### src/fdg_pkg.sv
/*
 * Constants, types and state enumerations for the floppy DMA transfer glue.
 * Assumes a single 100 MHz clock domain and the active-low async reset rstn.
 */
//
// Behaviour
// - on bus grant low, a single one shifts through the timing shift register.
// - exactly two bytes move each time the shared bus is held.
// - eight active-high requests, highest priority resolved, order programmable.
// - processor interrupt raised only if request outranks the one in service.
// - first acknowledge pulse picks request, second drives vector onto data bus.
// - input 0 power, 1 disk done, 2 system, 3/4 disk change, 7 index.
// - disk controller raises DMA request when data register full or empty.
// - DMA engine pulls its active-low acknowledge low on a DMA request.
// - takeover request asserted, transfer waits for the grant acknowledge.
// - grant acknowledge high also selects the local RAM.
// - low address direct, high byte latched via enable and strobe pulse.
// - mem-to-disk uses io write plus mem read; disk-to-mem the reverse.
// - acknowledge high passes decoded select and processor address bits.
// - acknowledge low forces select active and both address bits high.
// - disk controller raises completion interrupt at the end of each command.
// - disk controller reset is active low and it runs from 2 MHz.
// - density input held low selects double density.
// - clock halving asserted divides the controller clock to 1 MHz.
// - calibration output driven low enters calibration mode.
// - processor strobe mux is enabled only while grant acknowledge is low.
package fdg_pkg;

    localparam int          CLK_MHZ      = 100;
    localparam int          DCLK_MHZ     = 2;
    localparam int          DCLK_HALF    = CLK_MHZ / (2 * DCLK_MHZ);
    localparam int          SEQ_TAPS     = 8;
    localparam int          SYS_BYTES    = 2;
    localparam int          IRQ_LINES    = 8;
    localparam logic [4:0]  VEC_BASE_RST = 5'h08;
    localparam logic [1:0]  DATA_REG_ADR = 2'h3;
    localparam logic [2:0]  IRQ_DISKDONE = 3'h1;

    // priority controller command port selectors
    localparam logic [1:0]  PIC_MASK     = 2'h0;
    localparam logic [1:0]  PIC_ROTATE   = 2'h1;
    localparam logic [1:0]  PIC_EOI      = 2'h2;
    localparam logic [1:0]  PIC_VECBASE  = 2'h3;

    typedef enum logic {
        FDG_MEM_TO_DISK,
        FDG_DISK_TO_MEM
    } fdg_dir_t;

    typedef enum {
        DMA_IDLE,
        DMA_HOLD,
        DMA_ADDR,
        DMA_XFER,
        DMA_DONE
    } fdg_dma_state_t;

    typedef enum {
        PIC_IDLE,
        PIC_ACK1,
        PIC_WAIT2,
        PIC_ACK2
    } fdg_pic_state_t;

    // active-low strobe group
    typedef struct packed {
        logic ioReadN;
        logic ioWriteN;
        logic memReadN;
        logic memWriteN;
    } fdg_strobe_t;

    // disk-controller select and address group
    typedef struct packed {
        logic       selectN;
        logic [1:0] addr;
    } fdg_dsel_t;

endpackage : fdg_pkg

### src/fdg_glue.sv
/*
 * Floppy DMA transfer glue: DMA takeover, address latch, strobe pairing,
 * disk select mux, disk clock and control, priority interrupt controller
 * and the system bus exchange sequencer.
 * Assumes the inputs marked async arrive asynchronously and are synchronised here.
 */
`timescale 1ns/10ps

module fdg_glue
    import fdg_pkg::*;
#(
    parameter int ADDR_W = 16
) (
    input  wire logic              mclk,            // system clock
    input  wire logic              rstn,            // async reset, low
    // dma setup from the processor
    input  wire logic [ADDR_W-1:0] dmaStartAddr,    // first ram address
    input  wire logic [ADDR_W-1:0] dmaCount,        // bytes to move
    input  wire logic              dmaDirection,    // 1 disk to memory
    input  wire logic              dmaStart,        // arm pulse
    input  wire logic              dmaRequest,      // from disk ctrl, async
    output logic                   busTakeoverReq,  // hold to processor
    input  wire logic              busGrantAck,     // grant, async
    output logic                   dmaAcknowledgeN, // acknowledge, low
    output logic                   ramSelect,       // local ram chosen
    output logic [7:0]             lowAddr,         // low address lines
    output logic [7:0]             muxAddrData,     // high byte on mux bus
    output logic                   upperAddrEnable, // latch enable
    output logic                   upperAddrStrobe, // latch strobe
    output logic                   dmaBusy,         // transfer armed
    // processor strobes and decoded selects
    input  wire logic              cpuReadN,        // processor read
    input  wire logic              cpuWriteN,       // processor write
    input  wire logic              cpuIoMem,        // 1 io cycle
    input  wire logic              diskCtrlSelReq,  // decoded select, low
    input  wire logic [1:0]        cpuAddrLow,      // processor a0 a1
    output fdg_strobe_t            strobes,         // io and mem strobes
    output fdg_dsel_t              diskSel,         // to disk controller
    // disk controller control
    input  wire logic              resetDiskReq,    // processor reset req
    input  wire logic              halfClkReq,      // clock halving bit
    input  wire logic              calibReq,        // calibration bit
    output logic                   diskCtrlMasterResetN, // reset, low
    output logic                   densitySelectN,  // low double density
    output logic                   clockHalvingN,   // halving, low
    output logic                   calibrateN,      // calibration, low
    output logic                   diskClk,         // 2 mhz clock
    output logic                   diskClkWork,     // working clock
    // interrupt controller
    input  wire logic [IRQ_LINES-1:0] irqRaw,       // requests, async
    input  wire logic              picWrite,        // command write
    input  wire logic [1:0]        picSel,          // command select
    input  wire logic [7:0]        picData,         // command data
    input  wire logic              irqAckPulseN,    // acknowledge, async
    output logic                   cpuIrq,          // interrupt to cpu
    output logic [7:0]             vectorData,      // vector byte
    output logic                   vectorDrive,     // vector on bus
    output logic [IRQ_LINES-1:0]   inService,       // in-service bits
    // system bus exchange
    input  wire logic              systemBusRequestN, // request, low
    input  wire logic              busGrantN,       // system grant, async
    output logic [SEQ_TAPS-1:0]    seqTaps,         // shift taps
    output logic                   sysByteStrobe,   // one per byte
    output logic                   sysCycleDone     // cycle end pulse
);

    // ****************************************************************
    // input synchronisers
    // ****************************************************************
    localparam int NSYNC = IRQ_LINES + 4;
    // idle pin levels: no request, no grant, ack and system grant high
    localparam logic [NSYNC-1:0] SYNC_IDLE = {IRQ_LINES'(0), 4'h3};
    logic [NSYNC-1:0] syncA_r, syncB_r;
    always_ff @(posedge mclk or negedge rstn) begin
        if (!rstn) begin
            syncA_r <= SYNC_IDLE;
            syncB_r <= SYNC_IDLE;
        end else begin
            syncA_r <= {irqRaw, dmaRequest, busGrantAck, irqAckPulseN,
                        busGrantN};
            syncB_r <= syncA_r;
        end
    end
    logic [IRQ_LINES-1:0] irqS;
    logic dreqS, hldaS, intaNS, grantNS;
    assign {irqS, dreqS, hldaS, intaNS, grantNS} = syncB_r;

    // ****************************************************************
    // dma engine
    // ****************************************************************
    fdg_dma_state_t   dmaSt_r, dmaSt_nxt;
    logic [ADDR_W-1:0] addr_r, addr_nxt, cnt_r, cnt_nxt;
    logic              dir_r, dir_nxt, armed_r, armed_nxt;
    always_comb begin
        dmaSt_nxt = dmaSt_r;
        addr_nxt  = addr_r;
        cnt_nxt   = cnt_r;
        dir_nxt   = dir_r;
        armed_nxt = armed_r;
        if (dmaStart && dmaSt_r == DMA_IDLE) begin
            addr_nxt  = dmaStartAddr;
            cnt_nxt   = dmaCount;
            dir_nxt   = dmaDirection;
            armed_nxt = (dmaCount != '0);
        end
        case (dmaSt_r)
            DMA_IDLE: if (armed_r && dreqS) dmaSt_nxt = DMA_HOLD;
            DMA_HOLD: if (hldaS) dmaSt_nxt = DMA_ADDR;
            DMA_ADDR: dmaSt_nxt = DMA_XFER;
            DMA_XFER: begin
                addr_nxt  = addr_r + ADDR_W'(1);
                cnt_nxt   = cnt_r - ADDR_W'(1);
                armed_nxt = (cnt_r != ADDR_W'(1));
                dmaSt_nxt = DMA_DONE;
            end
            DMA_DONE: begin
                // acknowledge off; drop hold unless more is asked
                if (!dreqS || !armed_r) dmaSt_nxt = DMA_IDLE;
                else if (!dreqS) dmaSt_nxt = DMA_IDLE;
                else dmaSt_nxt = DMA_ADDR;
            end
            default: dmaSt_nxt = DMA_IDLE;
        endcase
    end
    always_ff @(posedge mclk or negedge rstn) begin
        if (!rstn) begin
            dmaSt_r <= DMA_IDLE;
            addr_r  <= '0;
            cnt_r   <= '0;
            dir_r   <= 1'b0;
            armed_r <= 1'b0;
        end else begin
            dmaSt_r <= dmaSt_nxt;
            addr_r  <= addr_nxt;
            cnt_r   <= cnt_nxt;
            dir_r   <= dir_nxt;
            armed_r <= armed_nxt;
        end
    end

    logic ackActive;
    assign ackActive       = (dmaSt_r == DMA_ADDR) || (dmaSt_r == DMA_XFER);
    assign busTakeoverReq  = (dmaSt_r != DMA_IDLE);
    assign dmaAcknowledgeN = !ackActive;
    assign ramSelect       = hldaS;
    assign lowAddr         = addr_r[7:0];
    assign muxAddrData     = addr_r[ADDR_W-1:ADDR_W-8];
    assign upperAddrEnable = busTakeoverReq && hldaS;
    assign upperAddrStrobe = (dmaSt_r == DMA_ADDR);
    assign dmaBusy         = armed_r;

    // ****************************************************************
    // strobe pairing and disk select mux
    // ****************************************************************
    always_comb begin
        strobes = '1;
        if (hldaS) begin
            if (dmaSt_r == DMA_XFER) begin
                if (dir_r == FDG_DISK_TO_MEM) begin
                    strobes.ioReadN   = 1'b0;
                    strobes.memWriteN = 1'b0;
                end else begin
                    strobes.ioWriteN  = 1'b0;
                    strobes.memReadN  = 1'b0;
                end
            end
        end else if (cpuIoMem) begin
            strobes.ioReadN  = cpuReadN;
            strobes.ioWriteN = cpuWriteN;
        end else begin
            strobes.memReadN  = cpuReadN;
            strobes.memWriteN = cpuWriteN;
        end
    end
    always_comb begin
        if (dmaAcknowledgeN) begin
            diskSel.selectN = diskCtrlSelReq;
            diskSel.addr    = cpuAddrLow;
        end else begin
            diskSel.selectN = 1'b0;
            diskSel.addr    = DATA_REG_ADR;
        end
    end

    // ****************************************************************
    // disk controller clock and control
    // ****************************************************************
    logic [7:0] dDiv_r, dDiv_nxt;
    logic       dClk_r, dClk_nxt, wClk_r, wClk_nxt;
    logic       rst_r, half_r, cal_r;
    always_comb begin
        dDiv_nxt = dDiv_r + 8'h01;
        dClk_nxt = dClk_r;
        wClk_nxt = wClk_r;
        if (dDiv_r == 8'(DCLK_HALF - 1)) begin
            dDiv_nxt = '0;
            dClk_nxt = !dClk_r;
            if (!dClk_r) wClk_nxt = half_r ? !wClk_r : !dClk_r;
            else if (!half_r) wClk_nxt = 1'b0;
        end
    end
    always_ff @(posedge mclk or negedge rstn) begin
        if (!rstn) begin
            dDiv_r <= '0;
            dClk_r <= 1'b0;
            wClk_r <= 1'b0;
            rst_r  <= 1'b0;
            half_r <= 1'b0;
            cal_r  <= 1'b0;
        end else begin
            dDiv_r <= dDiv_nxt;
            dClk_r <= dClk_nxt;
            wClk_r <= wClk_nxt;
            rst_r  <= resetDiskReq;
            half_r <= halfClkReq;
            cal_r  <= calibReq;
        end
    end
    assign diskClk              = dClk_r;
    assign diskClkWork          = wClk_r;
    assign diskCtrlMasterResetN = !rst_r;
    assign densitySelectN       = 1'b0;
    assign clockHalvingN        = !half_r;
    assign calibrateN           = !cal_r;

    // ****************************************************************
    // priority interrupt controller
    // ****************************************************************
    fdg_pic_state_t       picSt_r, picSt_nxt;
    logic [IRQ_LINES-1:0] irr_r, irr_nxt, isr_r, isr_nxt;
    logic [IRQ_LINES-1:0] imr_r, imr_nxt, prev_r;
    logic [2:0]           low_r, low_nxt, sel_r, sel_nxt;
    logic [4:0]           vb_r, vb_nxt;
    logic                 inta1_r;
    logic                 reqHit, isHit;
    logic [2:0]           reqId, isId;

    // lowest-priority line is low_r; search from the line after it
    always_comb begin
        logic [2:0] k;
        reqHit = 1'b0;
        isHit  = 1'b0;
        reqId  = '0;
        isId   = '0;
        k      = '0;
        for (int i = IRQ_LINES - 1; i >= 0; i--) begin
            k = low_r + 3'(i + 1);
            if (isr_r[k]) begin
                isHit = 1'b1;
                isId  = k;
            end
        end
        for (int i = IRQ_LINES - 1; i >= 0; i--) begin
            k = low_r + 3'(i + 1);
            if (irr_r[k] && !imr_r[k]
                && (!isHit || 3'(k + ~low_r) < 3'(isId + ~low_r))) begin
                reqHit = 1'b1;
                reqId  = k;
            end
        end
    end

    always_comb begin
        picSt_nxt = picSt_r;
        irr_nxt   = irr_r | (irqS & ~prev_r);
        isr_nxt   = isr_r;
        imr_nxt   = imr_r;
        low_nxt   = low_r;
        sel_nxt   = sel_r;
        vb_nxt    = vb_r;
        if (picWrite) begin
            case (picSel)
                PIC_MASK:    imr_nxt = picData;
                PIC_ROTATE:  low_nxt = picData[2:0];
                PIC_EOI:     isr_nxt = isr_r & ~picData;
                PIC_VECBASE: vb_nxt  = picData[7:3];
                default:     ;
            endcase
        end
        case (picSt_r)
            PIC_IDLE: if (!intaNS && inta1_r) begin
                sel_nxt   = reqId;
                picSt_nxt = PIC_ACK1;
                if (reqHit) begin
                    isr_nxt[reqId] = 1'b1;
                    // a fresh edge in the ack cycle stays pending
                    irr_nxt[reqId] = irqS[reqId] && !prev_r[reqId];
                end
            end
            PIC_ACK1:  if (intaNS) picSt_nxt = PIC_WAIT2;
            PIC_WAIT2: if (!intaNS) picSt_nxt = PIC_ACK2;
            PIC_ACK2:  if (intaNS) picSt_nxt = PIC_IDLE;
            default:   picSt_nxt = PIC_IDLE;
        endcase
    end
    always_ff @(posedge mclk or negedge rstn) begin
        if (!rstn) begin
            picSt_r <= PIC_IDLE;
            irr_r   <= '0;
            isr_r   <= '0;
            imr_r   <= '0;
            prev_r  <= '0;
            low_r   <= 3'(IRQ_LINES - 1);
            sel_r   <= '0;
            vb_r    <= VEC_BASE_RST;
            inta1_r <= 1'b1;
        end else begin
            picSt_r <= picSt_nxt;
            irr_r   <= irr_nxt;
            isr_r   <= isr_nxt;
            imr_r   <= imr_nxt;
            prev_r  <= irqS;
            low_r   <= low_nxt;
            sel_r   <= sel_nxt;
            vb_r    <= vb_nxt;
            inta1_r <= intaNS;
        end
    end
    assign cpuIrq      = reqHit && (picSt_r == PIC_IDLE);
    assign vectorDrive = (picSt_r == PIC_ACK2);
    assign vectorData  = {vb_r, sel_r};
    assign inService   = isr_r;

    // ****************************************************************
    // system bus exchange sequencer
    // ****************************************************************
    logic [SEQ_TAPS-1:0] sh_r, sh_nxt;
    logic [1:0]          bytes_r, bytes_nxt;
    logic                seqRun;
    assign seqRun = !systemBusRequestN && !grantNS;
    always_comb begin
        sh_nxt    = {sh_r[SEQ_TAPS-2:0], 1'b0};
        bytes_nxt = bytes_r;
        if (!seqRun) begin
            sh_nxt    = '0;
            bytes_nxt = '0;
        end else if (sh_r == '0 && bytes_r < 2'(SYS_BYTES)) begin
            sh_nxt = {{(SEQ_TAPS-1){1'b0}}, 1'b1};
        end
        if (seqRun && sh_r[SEQ_TAPS-1]) bytes_nxt = bytes_r + 2'h1;
    end
    always_ff @(posedge mclk or negedge rstn) begin
        if (!rstn) begin
            sh_r    <= '0;
            bytes_r <= '0;
        end else begin
            sh_r    <= sh_nxt;
            bytes_r <= bytes_nxt;
        end
    end
    assign seqTaps       = sh_r;
    assign sysByteStrobe = sh_r[SEQ_TAPS-1];
    assign sysCycleDone  = sh_r[SEQ_TAPS-1]
                           && (bytes_r == 2'(SYS_BYTES - 1));

endmodule : fdg_glue

### config.mk
export PLATFORM = sky130hd
export DESIGN_NAME = fdg_glue
export DESIGN_NICKNAME = d
export VERILOG_FILES = /design/src/fdg_pkg.sv /design/src/fdg_glue.sv
export SDC_FILE = /design/constraint.sdc
export NUM_CORES = 1
export LEC_CHECK = 0
export BUFFER_PORTS_ARGS = -buffer_cell sky130_fd_sc_hd__buf_2
export CORE_UTILIZATION = 38
export CTS_CLUSTER_SIZE = 8
export DETAILED_ROUTE_END_ITERATION = 8
export PLACE_DENSITY = 0.68
export SYNTH_ARGS = -nofsm -noshare
export SYNTH_HDL_FRONTEND = slang
export SYNTH_SLANG_ARGS = --single-unit
### constraint.sdc
create_clock -name mclk -period 9.2 [get_ports mclk]
set_input_delay 0.92 -clock mclk [delete_from_list [all_inputs] [get_ports mclk]]
set_output_delay 0.92 -clock mclk [all_outputs]
set_load 0.005 [all_outputs]
# Yosys cells after proc, flatten, opt, wreduce, memory -nomap -nowiden
# Index checks and enable logic that the tools add are counted.
[totals]
output_inout_bits = 63
mem_count = 0
latch_bits = 0
ram_bits = 0
input_bits = 69
rom_bits = 0
regBits = 189
[op_classes]
eq_ne = 24
n_shift = 0
n_reduce_logical = 74
bitwise = 7
order_cmp = 19
mul = 0
mux = 126
n_div = 0
addsub = 20
[ops]
columns = ["cell", "n"]
rows = [
  ["32-bit 2-to-1 mux", 6],
  ["32-bit case mux with 5 select lines", 1],
  ["32-bit by 2-bit equality test with 1-bit output (second input constant)", 4],
  ["32-bit by 3-bit equality test with 1-bit output (second input constant)", 4],
  ["32-bit zero test", 4],
  ["32-bit case mux with 4 select lines", 1],
  ["8-bit 2-to-1 mux", 11],
  ["1-bit binary-select mux with 3-bit select", 26],
  ["32-bit by 1-bit equality test with 1-bit output (second input constant)", 2],
  ["16-bit 2-to-1 mux", 4],
  ["3-bit 2-to-1 mux", 17],
  ["1-bit 2-to-1 mux", 49],
  ["3-bit by 4-bit < comparator with 1-bit output (second input constant)", 9],
  ["32-bit nonzero test", 1],
  ["3-bit adder", 9],
  ["1-bit logical AND", 27],
  ["3-bit < comparator", 8],
  ["1-bit zero test", 21],
  ["16-bit by 1-bit adder with 16-bit output (second input constant)", 1],
  ["8-bit AND", 2],
  ["16-bit by 1-bit inequality test with 1-bit output (second input constant)", 1],
  ["8-bit NOT", 2],
  ["8-bit OR", 2],
  ["16-bit nonzero test", 1],
  ["other kinds (24)", 57],
]

# Longest topological paths before layout
[logic_depth]
word_depth = 30
mapped_depth = 30

# Worst setup path before layout
# OpenSTA, ideal clock, no wires.
[synth_path]
kind = "register to output"
from = "reg low_r[1]"
to = "out cpuIrq"
setup_slack_ns = 2.345
stages_incl_launch_ff = 25
arrival_time_ns = 5.935
required_ns = 8.280
path_cell_list = "dfstp_2 -> clkbuf_1 -> clkbuf_1 -> clkinv_1 -> ha_1 -> buf_6 -> mux4_2 -> mux2i_1 -> nor2_1 -> a21oi_1 -> nor2_1 -> a21oi_1 -> o21ai_0 -> mux2_2 -> o22ai_1 -> fa_1 -> ha_1 -> nor2b_1 -> nor2_1 -> nor2_1 -> o21a_1 -> a22o_1 -> o211a_1 -> nand2_1 -> o41a_1"
[synth_between]
elab_chain_len = 23
elab_cells_between_ends = 131
classes_between = "add/sub (16); order compare (8); mux (72); bitwise (1); reduce/logical (34)"
[synth_rtl]
columns = ["element", "line", "text"]
rows = [
  ["start: declaration", "fdg_glue.sv:232", "logic [2:0] low_r, low_nxt, sel_r, sel_nxt;"],
  ["start signal: assignment", "fdg_glue.sv:303", "low_r <= 3'(IRQ_LINES - 1);"],
  ["start signal: assignment", "fdg_glue.sv:313", "low_r <= low_nxt;"],
  ["3-bit adder or 1-bit binary-select mux with 3-bit select (tied branches)", "fdg_glue.sv:247, fdg_glue.sv:254, fdg_glue.sv:248", ""],
  ["1-bit binary-select mux with 3-bit select or 1-bit 2-to-1 mux (tied branches)", "fdg_glue.sv:248", "if (isr_r[k]) begin"],
  ["1-bit 2-to-1 mux (implied by the code) or 3-bit 2-to-1 mux (tied branches)", "fdg_glue.sv:248", ""],
  ["3-bit 2-to-1 mux (7 in series)", "fdg_glue.sv:248", ""],
  ["3-bit adder", "fdg_glue.sv:256", "&& (!isHit || 3'(k + ~low_r) < 3'(isId + ~low_r))) begin"],
  ["3-bit < comparator", "fdg_glue.sv:256", ""],
  ["1-bit logical OR", "fdg_glue.sv:256", ""],
  ["1-bit logical AND", "fdg_glue.sv:256", ""],
  ["1-bit 2-to-1 mux (7 in series)", "fdg_glue.sv:255", "if (irr_r[k] && !imr_r[k]"],
  ["1-bit 2-to-1 mux (*)", "fdg_glue.sv:255", ""],
  ["1-bit logical AND (*)", "fdg_glue.sv:319", "assign cpuIrq = reqHit && (picSt_r == PIC_IDLE);"],
  ["end: declaration", "fdg_glue.sv:55", "output logic cpuIrq,"],
]
# Mark *: on every way between the ends. The rest lies on a longest branch, timed or not. The select of a mux whose other input is x is not followed.

# Final worst setup path
# Same ends and word-level chain as after synthesis.

==> run summary <==
## STA
* **f_max** 120 MHz
* **share of the cycle needed by the critical path after routing** 0.909
* **final count of pins violating max slew** 0
* **worst-case clock skew** 0.00810 ns
* **Setup Viol. Count Final** 0
* **Max-slew headroom** 0.262
* **final-report hold violation count** 0
* **unrepaired setup endpoints after global routing** false
* **Setup TNS Final** 0 ns
* **final worst path period need** 8.36 ns
* **transition time at the pin with the least slew margin** 1.11 ns

## Pwr
* **Static Leakage** 4.11 nW
* **power density over cell area** 395 nW/um^2
* **largest voltage drop on the vdd net** 202 uV

## Synth
* **count of distinct cell types in the synthesized netlist** 98
* **Synth Flop Type** sky130_fd_sc_hd__dfrtp_1
* **Syn Std Cell Area** 7820 um^2
* **ys async rst share** 1.00
* **portion of the post-synthesis area used by sequential elements** 0.417
* **YS warnings** 0
* **post-synthesis register bit count** 130
* **mean cell area of the mapped netlist** 9.93 um^2
* **number of synthesized flops with an enable pin** 0
* **gate count of the mapped netlist** 788
* **total nets after synthesis** 875

## Die
* **initial core utilization** 0.387
* **height of the die** 145 um
* **number of cell rows** 52
* **Die X-Extent** 145 um
* **area of the die** 21200 um^2
* **core area** 20200 um^2
* **number of top-level design ports** 132

## Critical path
* **kind of launch point of the worst setup path** flip-flop
* **worst-path maximum fanout** 22
* **category of the worst setup path capture point** output port
* **Crit Path Category** reg2out
* **Data arrival, critical path** 7.44 ns
* **required time of the critical path** 8.28 ns

## Clock tree
* **largest buffer count on any clock path** 2
* **Hold-fix buffers, CTS** 0
* **post-CTS setup buffer count** 0
* **CTS resizes** 0
* **H-tree lvl count** 4
* **clock insertion delay at the later pin of the skew report** 0.41 ns
* **total clock buffers created by CTS** 17
* **clock tree root driver cell** sky130_fd_sc_hd__clkbuf_16
* **clock transition at the register clock pins on the worst setup and hold paths after CTS** 0.06 ns
* **TritonCTS clock tree** done
* **number of clock sinks** 130

## Placed design
* **Port Buffer Count** 130
* **RD Place Congestion** 0.929
* **dpl cell area** 8700 um^2
* **post-DP HPWL** 14.5 mm

## Finish
* **commonest non-fill, non-tap cell in the layout** sky130_fd_sc_hd__buf_2
* **Final Net Count** 1000
* **final design area excluding fillers** 9270 um^2
* **area overhead of the layout relative to synthesis** 18.4%
* **share of cells above drive strength 1** 0.265
* **leading cell types in the layout, fill and taps excluded** 129 x sky130_fd_sc_hd__buf_2, 121 x sky130_fd_sc_hd__dfrtp_1, 83 x sky130_fd_sc_hd__nand2_1
* **number of antenna cells inserted** 0
* **number of filler instances in the final layout** 1885

## Drt
* **total number of vias** 6567
* **DR pass1 iterations** 5
* **Via density** 5.49
* **mean routed wirelength per cell** 16.3 um
* **First DRT Iteration DRCs** 379
* **wirelength, routed** 19.5 mm
* **antenna viol nets, final** 0
* **remaining design rule violation count** 0

## Run status
* **outcome** finished, final reports clean

## Run
* **total of max-cap violations** 0

## Global route
* **largest net degree at the start of global routing** 75
* **total congestion overflow after global routing** 0
* **wire length of the first global-routing pass** 32.0 mm
* **total routing resource utilization after global routing** 0.187
* **via count of the first global-routing pass** 6267
* **initial antenna violation count** 1

## Worst hold path
* **HP Class** reg2reg

==> stage by stage <==
step	power, W	cells	util	worst slack, ns	hold slack, ns
after global placement	0.00300	1164	0.430	1.49	0.332
after floorplan	0.00250	788	-	2.34	0.331
after global routing	0.00393	1196	0.458	0.338	0.345
final	0.00366	1196	0.458	0.842	0.345
after CTS	0.00367	1196	0.458	0.904	0.344
after detailed placement	0.00302	1164	0.430	1.37	0.335
==> registers in the layout, indices dropped and copies added, names as in the netlist, 5 cells and up <==
name,count
dDiv_r,8
syncB_r,12
cnt_r,16
imr_r,8
vb_r,5
irr_r,8
addr_r,16
syncA_r,12
inService,8
seqTaps,8
prev_r,8
==> cell type report <==
class | count | area (um^2) | share of cell area
inverter | 39 | 146 | 0.0158
timing repair buffer | 133 | 679 | 0.0733
multi-input combinational | 592 | 4280 | 0.461
clock buffer | 17 | 425 | 0.0459
clock inverter | 15 | 136 | 0.0147
tap | 270 | 338 | 0.0365
sequential | 130 | 3260 | 0.352
==> path summary, 6_finish.rpt <==
path	startpoint	end	slack (ns)	cells past startpoint
worst min register to register	syncA_r[3]$_DFF_PN0_	syncB_r[3]$_DFF_PN0_	0.34	0
min in group asynchronous	rstn	addr_r[3]$_DFFE_PN0P_	0.53	1
worst max-delay path	low_r[1]$_DFFE_PN1P_	cpuIrq	0.84	22
worst max register to register	low_r[1]$_DFFE_PN1P_	irr_r[6]$_DFF_PN0_	1.38	24
max in group asynchronous	rstn	syncA_r[10]$_DFF_PN0_	7.48	2
worst min-delay path	syncA_r[3]$_DFF_PN0_	syncB_r[3]$_DFF_PN0_	0.34	0
==> cells by family (layout without fill, tap and decap cells) <==
group,after synthesis,count (layout),synth area share
adders and majority gates,18,18,0.0297
DFF,130,130,0.417
muxes,55,55,0.0987
and+or+nand+nor,308,308,0.203
AOI/OAI and AO/OA,189,189,0.191
other,1,1,0.000479
xor gates and xnor gates,21,21,0.0235
buffers and inverters,66,204,0.0363
==> power by group <==
group | leakage, nW | switching (W) | internal, W | total, W
combinational | 2.31 | 0.00130 | 0.000873 | 0.00217
sequential | 1.53 | 0.000157 | 0.000707 | 0.000864
clock | 0.266 | 0.000257 | 0.000373 | 0.000630
==> per-layer routing <==
metal,GRT usage,vias to the layer above,part of all wire
met2,0.301,217,0.47
met5,0,-,0.00051
met4,0.0505,2,0.011
li1,-,3151,-
met3,0.0445,21,0.054
met1,0.252,3176,0.46
==> cell usage after synthesis (11+ instances only) <==
cell	instances	area share
sky130_fd_sc_hd__inv_1	35	0.017
sky130_fd_sc_hd__nor3_1	20	0.013
sky130_fd_sc_hd__a21o_1	11	0.011
sky130_fd_sc_hd__nor2b_1	21	0.017
sky130_fd_sc_hd__a211oi_1	12	0.012
sky130_fd_sc_hd__nand2b_1	13	0.010
sky130_fd_sc_hd__nand3_1	20	0.013
sky130_fd_sc_hd__nor2_1	82	0.039
sky130_fd_sc_hd__dfrtp_1	121	0.39
sky130_fd_sc_hd__clkbuf_1	16	0.0077
sky130_fd_sc_hd__o211ai_1	11	0.011
sky130_fd_sc_hd__o21ai_0	28	0.018
sky130_fd_sc_hd__and2_1	15	0.012
sky130_fd_sc_hd__a221o_1	11	0.014
sky130_fd_sc_hd__mux2_2	23	0.033
sky130_fd_sc_hd__a21oi_1	33	0.021
sky130_fd_sc_hd__ha_1	17	0.027
sky130_fd_sc_hd__o22ai_1	11	0.0088
sky130_fd_sc_hd__xnor2_1	12	0.013
sky130_fd_sc_hd__nand2_1	83	0.040
sky130_fd_sc_hd__mux2i_1	16	0.020
sky130_fd_sc_hd__mux4_2	12	0.035
==> worst max-delay path, cell delays in order (launching register included) <==
cell	delay [ns]
sky130_fd_sc_hd__dfstp_2	0.82
sky130_fd_sc_hd__clkinv_1	0.43
sky130_fd_sc_hd__ha_1	0.99
sky130_fd_sc_hd__mux4_1	0.76
sky130_fd_sc_hd__mux2i_1	0.36
sky130_fd_sc_hd__nor2_1	0.07
sky130_fd_sc_hd__a21oi_1	0.14
sky130_fd_sc_hd__nor2_1	0.06
sky130_fd_sc_hd__a21oi_1	0.15
sky130_fd_sc_hd__o21ai_0	0.11
sky130_fd_sc_hd__mux2_2	0.30
sky130_fd_sc_hd__o22ai_1	0.20
sky130_fd_sc_hd__fa_1	0.58
sky130_fd_sc_hd__ha_1	0.33
sky130_fd_sc_hd__nor2b_1	0.17
sky130_fd_sc_hd__nor2_1	0.12
sky130_fd_sc_hd__nor2_1	0.23
sky130_fd_sc_hd__o21a_1	0.16
sky130_fd_sc_hd__a22o_1	0.15
sky130_fd_sc_hd__o211a_1	0.19
sky130_fd_sc_hd__nand2_1	0.13
sky130_fd_sc_hd__o41a_1	0.41
sky130_fd_sc_hd__buf_2	0.14
(Power assumes the default switching activity.)
